## src/logic/adc_avg_cmp_map.vh

```
// Register offsets, field positions and reset values of the average and compare logic.
`ifndef ADC_AVG_CMP_MAP_VH
`define ADC_AVG_CMP_MAP_VH

// ****************************************
// Register offsets.
// ****************************************
`define OFS_CONTROL       4'h0
`define OFS_COMPARE_ONE   4'h1
`define OFS_COMPARE_TWO   4'h2
`define OFS_STATUS        4'h3
`define OFS_MASK          4'h4
`define OFS_RESULT        4'h5
`define OFS_LAST_SAMPLE   4'h6

// ****************************************
// Control register fields.
// ****************************************
`define CTL_AVG_EN_BIT    0
`define CTL_AVG_SEL_LO    1
`define CTL_AVG_SEL_HI    2
`define CTL_CMP_EN_BIT    3
`define CTL_CMP_GT_BIT    4
`define CTL_CMP_RANGE_BIT 5
`define CTL_ABORT_BIT     6

// ****************************************
// Status and mask fields.
// ****************************************
`define STS_COMPLETE_BIT  0
`define STS_ACTIVE_BIT    1

// ****************************************
// Reset values.
// ****************************************
`define RST_CONTROL       16'h0000
`define RST_COMPARE       16'h0000
`define RST_RESULT        16'h0000
`define RST_MASK          16'h0000

`endif

```

## src/logic/adc_avg_cmp.v

```verilog
// Result averaging, automatic compare and completion flag logic of the converter.
`timescale 1ns/1ps
`default_nettype none
`include "adc_avg_cmp_map.vh"

// How it works
// - Average 4, 8, 16 or 32 when enabled.
// - Active flag high throughout an averaging sequence.
// - Accumulate results; average after the last one.
// - No complete flag for intermediate averaging conversions.
// - Compare off or true: store, set complete.
// - Interrupt when complete set and enabled.
// - Averaging runs in wait and stop3.
// - Threshold mode: true when result below one.
// - Greater mode: true when result at least one.
// - Range, one<=two, clear: below one or above two.
// - Range, one>two, clear: below one and above two.
// - Range, one<=two, set: inclusive inside range.
// - Range, one>two, set: inclusive outside range.
// - Compare false: no flag, no result update.
// - Compare acts on averaged value when averaging.
// - Compare monitoring continues in wait and stop3.
// - Abort leaves last good result unchanged.
module adc_avg_cmp #(
  parameter WIDTH = 16
) (
  input  wire             CLK_I,
  input  wire             RESET_N_I,
  input  wire [3:0]       ADDR_I,
  input  wire [15:0]      WDATA_I,
  input  wire             WRITE_I,
  input  wire             READ_I,
  output reg  [15:0]      RDATA_O,
  input  wire [WIDTH-1:0] SAMPLE_I,
  input  wire             SAMPLE_VALID_I,
  input  wire             LOW_POWER_I,
  output reg              CONVERSION_ACTIVE_O,
  output reg              RESULT_UPDATE_O,
  output reg  [WIDTH-1:0] RESULT_O,
  output reg              IRQ_O
);

  // ****************************************
  // Compare function.
  // ****************************************

  // Evaluates the selected compare mode; shared by single and averaged results.
  function cmp_true;
    input [WIDTH-1:0] value;
    input [WIDTH-1:0] one;
    input [WIDTH-1:0] two;
    input             gt;
    input             range;
    reg               below_one;
    reg               at_least_one;
    reg               above_two;
    reg               at_most_two;
    begin
      below_one    = value < one;
      at_least_one = !below_one;
      above_two    = value > two;
      at_most_two  = !above_two;
      if (!range) begin
        cmp_true = gt ? at_least_one : below_one;
      end else if (one <= two) begin
        cmp_true = gt ? (at_least_one && at_most_two) : (below_one || above_two);
      end else begin
        cmp_true = gt ? (at_least_one || at_most_two) : (below_one && above_two);
      end
    end
  endfunction

  // Maps the count select code to the log2 of the number of conversions.
  function [2:0] count_log2;
    input [1:0] sel;
    begin
      count_log2 = {1'b0, sel} + 3'd2;
    end
  endfunction

  // ****************************************
  // Registers.
  // ****************************************
  localparam ACC_W = WIDTH + 5;
  localparam ST_IDLE = 1'b0;
  localparam ST_AVG  = 1'b1;

  reg  [15:0]      control;
  reg  [WIDTH-1:0] compare_value_one;
  reg  [WIDTH-1:0] compare_value_two;
  reg              conversion_complete_flag;
  reg  [1:0]       mask;
  reg  [WIDTH-1:0] last_sample;
  reg  [ACC_W-1:0] accumulator;
  reg  [5:0]       sample_count;
  reg              state;
  reg              low_power_meta;
  reg              low_power_sync;

  wire             average_enable       = control[`CTL_AVG_EN_BIT];
  wire [1:0]       average_count_select = control[`CTL_AVG_SEL_HI:`CTL_AVG_SEL_LO];
  wire             compare_enable       = control[`CTL_CMP_EN_BIT];
  wire             compare_greater_select = control[`CTL_CMP_GT_BIT];
  wire             compare_range_enable = control[`CTL_CMP_RANGE_BIT];
  wire             write_ctl  = WRITE_I && (ADDR_I == `OFS_CONTROL);
  wire             write_cfg  = WRITE_I && ((ADDR_I == `OFS_CONTROL) ||
                                (ADDR_I == `OFS_COMPARE_ONE) || (ADDR_I == `OFS_COMPARE_TWO));
  // Any configuration write invalidates a running sequence, as does an explicit abort.
  wire             abort      = write_cfg ||
                                (write_ctl && WDATA_I[`CTL_ABORT_BIT]);

  // ****************************************
  // Averaging datapath.
  // ****************************************
  reg  [ACC_W-1:0] next_sum;
  reg  [WIDTH-1:0] final_value;
  reg              final_ready;
  reg  [5:0]       target;

  // Forms the running sum and the final value of this cycle, if any.
  always @* begin
    target      = 6'd1 << count_log2(average_count_select);
    next_sum    = ((state == ST_IDLE) ? {ACC_W{1'b0}} : accumulator) +
                  {{(ACC_W-WIDTH){1'b0}}, SAMPLE_I};
    final_ready = 1'b0;
    final_value = SAMPLE_I;
    if (SAMPLE_VALID_I && !abort) begin
      if (!average_enable) begin
        final_ready = 1'b1;
      end else if (sample_count + 6'd1 == target) begin
        final_ready = 1'b1;
        final_value = next_sum[WIDTH-1+count_log2(average_count_select) -: WIDTH];
      end
    end
  end

  // Compare acts on whatever final value is formed, averaged or single.
  wire commit = final_ready && (!compare_enable ||
                cmp_true(final_value, compare_value_one, compare_value_two,
                         compare_greater_select, compare_range_enable));

  // ****************************************
  // Low-power indication synchroniser.
  // ****************************************

  // The low-power level is informational only; sequences never stop for it.
  always @(posedge CLK_I or negedge RESET_N_I) begin
    if (!RESET_N_I) begin
      low_power_meta <= 1'b0;
      low_power_sync <= 1'b0;
    end else begin
      low_power_meta <= LOW_POWER_I;
      low_power_sync <= low_power_meta;
    end
  end

  // ****************************************
  // Sequence control.
  // ****************************************

  // Counts conversions of an averaging sequence; wait and stop3 do not halt it.
  always @(posedge CLK_I or negedge RESET_N_I) begin
    if (!RESET_N_I) begin
      state        <= ST_IDLE;
      accumulator  <= {ACC_W{1'b0}};
      sample_count <= 6'd0;
      last_sample  <= {WIDTH{1'b0}};
    end else begin
      if (SAMPLE_VALID_I) begin
        last_sample <= SAMPLE_I;
      end
      case (state)
        ST_IDLE: begin
          if (SAMPLE_VALID_I && average_enable && !abort && !final_ready) begin
            state        <= ST_AVG;
            accumulator  <= next_sum;
            sample_count <= 6'd1;
          end
        end
        ST_AVG: begin
          if (abort || final_ready) begin
            state        <= ST_IDLE;
            sample_count <= 6'd0;
          end else if (SAMPLE_VALID_I) begin
            accumulator  <= next_sum;
            sample_count <= sample_count + 6'd1;
          end
        end
        default: begin
          state <= ST_IDLE;
        end
      endcase
    end
  end

  // ****************************************
  // Result, flags and interrupt.
  // ****************************************

  // A new completion wins over a write-one clear in the same cycle.
  // The active status bit is a level, not an event, so it never raises the interrupt.
  always @(posedge CLK_I or negedge RESET_N_I) begin
    if (!RESET_N_I) begin
      RESULT_O                 <= `RST_RESULT;
      RESULT_UPDATE_O          <= 1'b0;
      conversion_complete_flag <= 1'b0;
      CONVERSION_ACTIVE_O      <= 1'b0;
      IRQ_O                    <= 1'b0;
    end else begin
      RESULT_UPDATE_O <= commit;
      if (commit) begin
        RESULT_O                 <= final_value;
        conversion_complete_flag <= 1'b1;
      end else if (WRITE_I && (ADDR_I == `OFS_STATUS) && WDATA_I[`STS_COMPLETE_BIT]) begin
        conversion_complete_flag <= 1'b0;
      end
      CONVERSION_ACTIVE_O <= (state == ST_AVG && !abort && !final_ready) ||
                             (state == ST_IDLE && SAMPLE_VALID_I && average_enable &&
                              !abort && !final_ready);
      IRQ_O <= (commit || (conversion_complete_flag &&
                !(WRITE_I && (ADDR_I == `OFS_STATUS) && WDATA_I[`STS_COMPLETE_BIT]))) &&
               mask[`STS_COMPLETE_BIT];
    end
  end

  // ****************************************
  // Register bus.
  // ****************************************

  // Software writes; configuration changes also abort a running sequence.
  always @(posedge CLK_I or negedge RESET_N_I) begin
    if (!RESET_N_I) begin
      control           <= `RST_CONTROL;
      compare_value_one <= `RST_COMPARE;
      compare_value_two <= `RST_COMPARE;
      mask              <= 2'b00;
    end else if (WRITE_I) begin
      case (ADDR_I)
        `OFS_CONTROL:     control           <= WDATA_I & 16'h003F;
        `OFS_COMPARE_ONE: compare_value_one <= WDATA_I[WIDTH-1:0];
        `OFS_COMPARE_TWO: compare_value_two <= WDATA_I[WIDTH-1:0];
        `OFS_MASK:        mask              <= WDATA_I[1:0];
        default:          mask              <= mask;
      endcase
    end
  end

  // Read data stand in the cycle after the strobe only; unmapped reads give zero.
  always @(posedge CLK_I or negedge RESET_N_I) begin
    if (!RESET_N_I) begin
      RDATA_O <= 16'h0000;
    end else if (READ_I) begin
      case (ADDR_I)
        `OFS_CONTROL:     RDATA_O <= control;
        `OFS_COMPARE_ONE: RDATA_O <= compare_value_one;
        `OFS_COMPARE_TWO: RDATA_O <= compare_value_two;
        `OFS_STATUS:      RDATA_O <= {13'h0000, low_power_sync, CONVERSION_ACTIVE_O,
                                      conversion_complete_flag};
        `OFS_MASK:        RDATA_O <= {14'h0000, mask};
        `OFS_RESULT:      RDATA_O <= RESULT_O;
        `OFS_LAST_SAMPLE: RDATA_O <= last_sample;
        default:          RDATA_O <= 16'h0000;
      endcase
    end else begin
      RDATA_O <= 16'h0000;
    end
  end

endmodule
`default_nettype wire

```

## config.mk

```make
export PLATFORM = sky130hd
export DESIGN_NAME = adc_avg_cmp
export DESIGN_NICKNAME = d
export VERILOG_FILES = /design/src/logic/adc_avg_cmp.v
export VERILOG_INCLUDE_DIRS = /design/src /design/src/logic
export SDC_FILE = /design/constraint.sdc
export NUM_CORES = 1
export LEC_CHECK = 0
export ABC_AREA = 1
export BUFFER_PORTS_ARGS = -buffer_cell sky130_fd_sc_hd__buf_2
export CAP_MARGIN = 40
export CORE_MARGIN = 2
export CORE_UTILIZATION = 60
export CTS_CLUSTER_SIZE = 25
export DETAILED_ROUTE_END_ITERATION = 6
export PLACE_DENSITY = 0.81
export SYNTH_ARGS = -nofsm -noshare
export SYNTH_HDL_FRONTEND = slang
export SYNTH_SLANG_ARGS = --single-unit
```

## constraint.sdc

```tcl
create_clock -name CLK_I -period 7.8 [get_ports CLK_I]
set_input_delay 0.78 -clock CLK_I [delete_from_list [all_inputs] [get_ports CLK_I]]
set_output_delay 0.78 -clock CLK_I [all_outputs]
set_load 0.01 [all_outputs]
```

==> impl_summary.log, run 1 <==
INFO  metric result_of_the_run = finished clean
INFO  metric post_drt_wl_per_cell = 15.67 µm
INFO  metric proportion_of_total_power_due_to_net_switching = 0.3858
INFO  metric clock_sink_count = 122
INFO  metric fin_setup_tns = 0 ps
INFO  metric final.min_clock_period = 5721 ps
INFO  metric synthToLayoutAreaGrowth = 13.23%
INFO  metric max_freq = 174.8 MHz
INFO  metric final_net_count = 1203
INFO  metric slowest_stage = sky130_fd_sc_hd__dfrtp_1
INFO  metric postCtsSetupRepairBufs = 0
INFO  metric p_leak = 4.748 nW
INFO  metric root_buf_cell = sky130_fd_sc_hd__clkbuf_16
INFO  metric share_seq_of_total_power = 0.382
INFO  metric grt_first_pass_wirelength = 34020 µm
INFO  metric overall_routing_resource_usage = 0.3053
INFO  metric number_of_resized_instances_in_the_post_cts_repair_step = 0
INFO  metric tightestPinTransition = 944.8 ps
INFO  metric via_count_of_the_first_global_routing_pass = 7047
INFO  metric rows = 41
INFO  metric cellPowerDensity = 274.1 nW/µm²
INFO  metric antenna_cells = 0
INFO  metric drive_above_1_share = 0.1244
INFO  metric cts_hold_buffers = 0
INFO  metric routed-wl-met2 = 9212 µm
INFO  metric postSynthRegisterBits = 122
INFO  metric ys_async_sr_fraction = 1.000
INFO  metric fin_skew = 6.240 ps
INFO  metric worst_setup_path_end_kind = register
INFO  metric post_synth.cell_area_avg = 7.607 µm²
INFO  metric maxSlewHeadroom = 0.3701
INFO  metric met3RoutedLength = 1321 µm
INFO  metric die_area = 13960 µm²
INFO  metric final_core_util = 0.6988
INFO  metric netlist.area_leader.share = 0.3904
INFO  metric via_per_inst = 5.605
INFO  metric initial_antenna_violation_count = 0
INFO  metric most_used_cell_cp = sky130_fd_sc_hd__nand2_1
INFO  metric synth_nets = 1135
INFO  metric yosysWarningCount = 0
INFO  metric num_io_pins = 77
INFO  metric synthCells = 1028
INFO  metric slew_violations = 0
INFO  metric cts_buffers = 17
INFO  metric maxUsedRoutingLayer = met4
INFO  metric total_length_of_routed_wires = 20080 µm
INFO  metric final_min_period_over_clock_period = 0.7334
INFO  metric starting_density_of_the_core = 0.6172
INFO  metric io_buffer_count = 76
INFO  metric power.ir.vdd_worst = 0.1887 mV
INFO  metric die_w = 118.2 µm
INFO  metric synth-edff-count = 0
INFO  metric postRouteAntennaNets = 0
INFO  metric cp_data_required_time = 8160 ps
INFO  metric netlist_top_cells_area = sky130_fd_sc_hd__dfrtp_1 (39%), sky130_fd_sc_hd__nand2_1 (13%), sky130_fd_sc_hd__ha_1 (10%), sky130_fd_sc_hd__inv_1 (7.2%), sky130_fd_sc_hd__o21ai_0 (5.4%)
INFO  metric critical_path_arrival = 6080 ps
INFO  metric cp_slowest_stage_delay = 730 ps
INFO  metric net-switching-power = 0.0009363 W
INFO  metric gp_routability_congestion = 0.9527
INFO  metric detail_route.drc_violations = 0
INFO  metric core = 12670 µm²
INFO  metric tritoncts = yes
INFO  metric holdCritPathClass = register to register
INFO  metric cts_htree_levels = 4
INFO  metric p_total = 0.002427 W
INFO  metric ctsLongestPathBuffers = 2
INFO  metric worst_setup_hold_path_clk_slew = 60 ps
INFO  metric drt-initial-drc-count = 653
INFO  metric seq_area_frac_synth = 0.3904
INFO  metric clock_power_share = 0.290
INFO  metric drt_pass_1_iters = 5
INFO  metric cell_with_the_most_instances_after_synthesis = sky130_fd_sc_hd__nand2_1
INFO  metric netlist.top_cell.by_area = sky130_fd_sc_hd__dfrtp_1
INFO  metric synth_cell_type_count = 49
INFO  metric cp_max_fo = 28
INFO  metric grt_max_degree = 63
INFO  metric dp_hpwl = 14880 µm
INFO  metric chipHeight = 118.2 µm
INFO  metric worstSkewPairLatency = 420 ps
INFO  metric timing_worst_setup_path_type = register to register
INFO  metric dr_total_vias = 7180
INFO  metric timing_hold_violations_final = 0
INFO  metric postSynth.topFlopCell = sky130_fd_sc_hd__dfrtp_1
INFO  metric syn-cell-area = 7820 µm²
INFO  metric p_comb_frac = 0.327
INFO  metric grt_overflow_total = 0
INFO  metric max-cap-violations = 0
INFO  metric synth_commonest_cells = sky130_fd_sc_hd__nand2_1 (281), sky130_fd_sc_hd__inv_1 (150), sky130_fd_sc_hd__dfrtp_1 (122)
INFO  metric setup-violations-final = 0
INFO  metric power.internal = 0.001491 W
INFO  metric wl_met1 = 8912 µm
INFO  metric rsz0062_at_grt = no
INFO  metric cp-start-kind = register
worst paths after layout:
| kind | to | slack [ps] | depth (start not counted) | start |
|---|---|---|---|---|
| min in group asynchronous | compare_value_two[13] | 380 | 1 | RESET_N_I |
| setup reg to reg | RESULT_O[6] | 2080 | 33 | state |
| hold / removal | low_power_sync | 350 | 0 | low_power_meta |
| hold reg to reg | low_power_sync | 350 | 0 | low_power_meta |
| max in group asynchronous | accumulator[11] | 6390 | 3 | RESET_N_I |
| setup / recovery | RESULT_O[6] | 2080 | 33 | state |
area by class of cell:
cell class | instances | area, µm²
Multi-Input combinational cell | 722 | 4048
Fill cell | 1068 | 3816
Sequential cell | 122 | 3053
Inverter | 153 | 574.3
Clock buffer | 20 | 446.7
Timing Repair Buffer | 80 | 440.4
Tap cell | 172 | 215.2
Clock inverter | 12 | 77.57
metrics by stage:
| step | instances | area [µm²] | hold slack, ps | setup slack [ps] |
|---|---|---|---|---|
| floorplan | 1028 | 7820 | 331.2 | 2746 |
| global placement | 1247 | 8288 | 346.5 | 2411 |
| detailed placement | 1249 | 8330 | 337.1 | 2198 |
| CTS | 1281 | 8855 | 356.4 | 2184 |
| global route | 1281 | 8855 | 359.7 | 1394 |
| finish | 1281 | 8855 | 355.0 | 2079 |
state kept, by name, indices dropped and copies added (netlist names):
register and count:
compare_value_one 16, RDATA_O 16, low_power_sync 1, RESULT_O 16
control 6, conversion_complete_flag 1, CONVERSION_ACTIVE_O 1, mask 2
state 1, last_sample 16, accumulator 21, RESULT_UPDATE_O 1
IRQ_O 1, sample_count 6, low_power_meta 1, compare_value_two 16
routing by layer:
layer / vias up / global-route usage
met2: 264 / 0.4780
met4: 0 / 0.1250
met5: - / 0
met3: 58 / 0.06902
li1: 3525 / -
met1: 3333 / 0.4110
power groups by stage:
stage | logic, W | registers, W | clock network (W)
2_1_floorplan | 0.000573 | 0.000899 | 0
6_report | 0.000794 | 0.000927 | 0.000705
3_3_place_gp | 0.000752 | 0.000928 | 0
4_1_cts | 0.000791 | 0.000923 | 0.000711
5_1_grt | 0.000915 | 0.000948 | 0.000742
3_5_place_dp | 0.000785 | 0.000929 | 0
placed cells by master (no fill, tap or decap), types with 4 or more instances in the layout:
cell | Yosys | routed
sky130_fd_sc_hd__a21oi_1 | 38 | 38
sky130_fd_sc_hd__a221oi_1 | 14 | 14
sky130_fd_sc_hd__a211oi_1 | 6 | 6
sky130_fd_sc_hd__clkinvlp_4 | 0 | 4
sky130_fd_sc_hd__nand2_2 | 14 | 14
sky130_fd_sc_hd__inv_1 | 150 | 150
sky130_fd_sc_hd__a31oi_1 | 5 | 5
sky130_fd_sc_hd__nor2_2 | 4 | 4
sky130_fd_sc_hd__ha_1 | 64 | 64
sky130_fd_sc_hd__o21ai_0 | 85 | 85
sky130_fd_sc_hd__buf_2 | 1 | 75
sky130_fd_sc_hd__clkinv_2 | 0 | 6
sky130_fd_sc_hd__nor2_1 | 47 | 47
sky130_fd_sc_hd__dfrtp_1 | 122 | 122
sky130_fd_sc_hd__xnor2_1 | 6 | 6
sky130_fd_sc_hd__nand2_1 | 281 | 281
sky130_fd_sc_hd__xor2_1 | 8 | 8
sky130_fd_sc_hd__nand3_1 | 65 | 65
sky130_fd_sc_hd__clkbuf_16 | 0 | 17
sky130_fd_sc_hd__o22ai_1 | 24 | 24
sky130_fd_sc_hd__nand4_1 | 10 | 10
sky130_fd_sc_hd__o21ai_1 | 5 | 5
sky130_fd_sc_hd__nor3_1 | 9 | 9
critical path: cells and delay by family, from the launching register on:
family / cells / cell delay (ps)
simple gates: 18 / 2040
compound gates: 9 / 1520
fa+ha+maj: 3 / 960
flops: 1 / 730
mux: 1 / 180
xor+xnor: 1 / 170
buf+inv: 1 / 50
cells by family (layout without fill, tap and decap cells):
family / Yosys count / in the layout / synth area share
compound gates: 197 / 197 / 0.1494
mux: 4 / 4 / 0.005280
fa+ha+maj: 65 / 65 / 0.1050
flops: 122 / 122 / 0.3904
xor+xnor: 14 / 14 / 0.01568
buf+inv: 184 / 265 / 0.09200
simple gates: 442 / 442 / 0.2422
(Power assumes the default switching activity.)
==> run 2, diff against run 1 <==
==> constraint.sdc (replaced) <==
create_clock -name CLK_I -period 5.7 [get_ports CLK_I]
set_input_delay 0.57 -clock CLK_I [delete_from_list [all_inputs] [get_ports CLK_I]]
set_output_delay 0.57 -clock CLK_I [all_outputs]
set_load 0.01 [all_outputs]
==> run 2 against run 1 <==
  * Clock power increased by 74%
  * Sequential power increased by 36%
  * Die area unchanged
  * Clock skew about the same
  * Fmax increased by 9.1%
  * Largest cell class unchanged
  * Critical path depth unchanged
  * Total power increased by 50%
  * Non-clock buffer count increased by 8
  * Worst hold slack got worse by 280 ps
  * Routed wire length increased by 4.2%
==> impl_summary.log, run 2 (synthesis gave the netlist of run 1 again) <==
INFO  metric cts_hold_buffers = 0 (unchanged)
INFO  metric dpl_worst_slack = 325.0 ps (-1873 ps)
INFO  metric worst_setup_path_end_kind = register
INFO  metric cp_data_required_time = 6020 ps (-2140 ps)
INFO  metric final_common_cell = sky130_fd_sc_hd__nand2_1
INFO  metric most_used_cell_cp = sky130_fd_sc_hd__nand2_1
INFO  metric setup-violations-final = 0 (unchanged)
INFO  metric die_w = 118.2 µm (unchanged)
INFO  metric via_per_inst = 5.757 (+2.7%)
INFO  metric timing_hold_violations_final = 0 (unchanged)
INFO  metric cp_slowest_stage_delay = 430 ps (-300 ps)
INFO  metric grt_overflow_total = 0 (unchanged)
INFO  metric cp_max_fo = 24 (-14%)
INFO  metric drt-initial-drc-count = 697 (+6.7%)
INFO  metric net-switching-power = 0.001307 W (+40%)
INFO  metric finish.instance_area = 9116 µm² (+3.0%)
INFO  metric cts_buffers = 17 (unchanged)
INFO  metric final.min_clock_period = 5245 ps (-475.4 ps)
INFO  metric timing_worst_setup_path_type = register to register
INFO  metric clock_power_share = 0.338 (+0.048)
INFO  metric overall_routing_resource_usage = 0.3127 (+0.007443)
INFO  metric holdCritPathClass = input port to asynchronous set/reset pin
INFO  metric cts_htree_levels = 4 (unchanged)
INFO  metric slew_violations = 0 (unchanged)
INFO  metric p_comb_frac = 0.316 (-0.011)
INFO  metric grt_max_degree = 51 (-19%)
INFO  metric fin_ws = 454.8 ps (-1625 ps)
INFO  metric worst_setup_hold_path_clk_slew = 60 ps (about the same)
INFO  metric chipHeight = 118.2 µm (unchanged)
INFO  metric io_buffer_count = 76 (unchanged)
INFO  metric initial_antenna_violation_count = 0 (unchanged)
INFO  metric fin_setup_tns = 0 ps (unchanged)
INFO  metric power.ir.vdd_worst = 0.3451 mV (+83%)
INFO  metric cp-start-kind = register
INFO  metric share_seq_of_total_power = 0.346 (-0.036)
INFO  metric detail_route.drc_violations = 0 (unchanged)
INFO  metric post_drt_wl_per_cell = 16.22 µm (+3.5%)
INFO  metric core = 12670 µm² (unchanged)
INFO  metric worstSkewPairLatency = 430 ps (about the same)
INFO  metric most-common-layout-cells = sky130_fd_sc_hd__nand2_1 (281), sky130_fd_sc_hd__inv_1 (150), sky130_fd_sc_hd__dfrtp_1 (122)
INFO  metric cellPowerDensity = 400.5 nW/µm² (+46%)
INFO  metric slowest_stage = sky130_fd_sc_hd__dfrtp_1
INFO  metric critical_path_arrival = 5560 ps (-520 ps)
INFO  metric dr_total_vias = 7427 (+3.4%)
INFO  metric fin_skew = 6.228 ps (-0.01165 ps)
INFO  metric total_length_of_routed_wires = 20920 µm (+4.2%)
INFO  metric final_net_count = 1212 (+0.75%)
INFO  metric p_leak = 4.874 nW (+2.6%)
INFO  metric drive_above_1_share = 0.1342 (+0.009732)
INFO  metric synthToLayoutAreaGrowth = 16.58%
INFO  metric gp_routability_congestion = 0.9299 (-2.4%)
INFO  metric via_count_of_the_first_global_routing_pass = 7060 (+0.18%)
INFO  metric ctsLongestPathBuffers = 2 (unchanged)
INFO  metric grt_first_pass_wirelength = 34630 µm (+1.8%)
INFO  metric final_core_util = 0.7195 (+0.02064)
INFO  metric postRouteAntennaNets = 0 (unchanged)
INFO  metric dp_hpwl = 15080 µm (+1.4%)
INFO  metric p_total = 0.003651 W (+50%)
INFO  metric tightestPinTransition = 851.8 ps (-93.00 ps)
INFO  metric num_io_pins = 77 (unchanged)
INFO  metric rows = 41 (unchanged)
INFO  metric power.internal = 0.002344 W (+57%)
INFO  metric drt_pass_1_iters = 7 (+2)
INFO  metric antenna_cells = 0 (unchanged)
INFO  metric reg2regPathDepth = 33 (unchanged)
INFO  metric max-cap-violations = 0 (unchanged)
INFO  metric max_freq = 190.7 MHz (+9.1%)
INFO  metric proportion_of_total_power_due_to_net_switching = 0.3579 (-0.02788)
INFO  metric root_buf_cell = sky130_fd_sc_hd__clkbuf_16
INFO  metric tritoncts = yes
INFO  metric rsz0062_at_grt = no
INFO  metric die_area = 13960 µm² (unchanged)
INFO  metric result_of_the_run = finished clean
INFO  metric largest_register_ffs = 21 (unchanged)
INFO  metric max_flop_register = accumulator
INFO  metric post_dp_cell_area = 8346 µm² (+0.18%)
INFO  metric clock_sink_count = 122 (unchanged)
INFO  metric maxSlewHeadroom = 0.4315 (+0.06139)
INFO  metric final_min_period_over_clock_period = 0.9202 (+0.1868)
INFO  metric starting_density_of_the_core = 0.6172 (unchanged)
run 2: power groups by stage:
| stage | Combinational [W] | Clock (W) | Sequential, W |
|---|---|---|---|
| 6_report | 0.00115 | 0.00123 | 0.00126 |
| 5_1_grt | 0.00132 | 0.00129 | 0.00129 |
| 4_1_cts | 0.00111 | 0.00124 | 0.00126 |
| 3_5_place_dp | 0.00109 | 0 | 0.00126 |
| 3_3_place_gp | 0.00105 | 0 | 0.00126 |
| 2_1_floorplan | 0.000784 | 0 | 0.00123 |
run 2: final cells by class:
type                            count  area [µm²]
Inverter                          153       574.3
Sequential cell                   122        3053
Tap cell                          172       215.2
Clock inverter                     12       219.0
Multi-Input combinational cell    723        4085
Fill cell                        1013        3555
Timing Repair Buffer               88       513.0
Clock buffer                       20       456.7
run 2: worst max-delay path: cells and delay by family (launching register included):
family | cells | cell delay, ps
simple gates | 17 | 1740
compound gates | 9 | 1390
fa+ha+maj | 2 | 740
buf+inv | 3 | 470
flops | 1 | 430
mux | 1 | 180
xor+xnor | 1 | 170
run 2: repair_timing:
action / 4_1_cts / 5_1_grt
endpoints found under the setup margin: 0 / 19
resized for setup: 0 / 6
setup buffers: 0 / 4
run 2: metrics by stage:
stage          std cells  hold slack [ps]
2_1_floorplan       1028            274.4
3_3_place_gp        1250            345.1
3_5_place_dp        1252            347.3
4_1_cts             1284            80.66
5_1_grt             1290            98.19
6_report            1290            75.95
run 2: metal layers:
layer	GRT usage	up-vias	part of all wire
met5	0	-	0
met4	0.1190	0	0.029
met3	0.05985	55	0.065
met2	0.5054	304	0.47
met1	0.4185	3517	0.43
li1	-	3551	-
run 2: final timing paths:
check | slack (ps) | start | endpoint
worst max-delay path | 450 | state | RESULT_O[7]
worst min-delay path | 80 | RESET_N_I | compare_value_two[9]
worst max register to register | 450 | state | RESULT_O[7]
worst min register to register | 360 | low_power_meta | low_power_sync
max in group asynchronous | 4620 | RESET_N_I | accumulator[2]
min in group CLK_I | 250 | LOW_POWER_I | low_power_meta
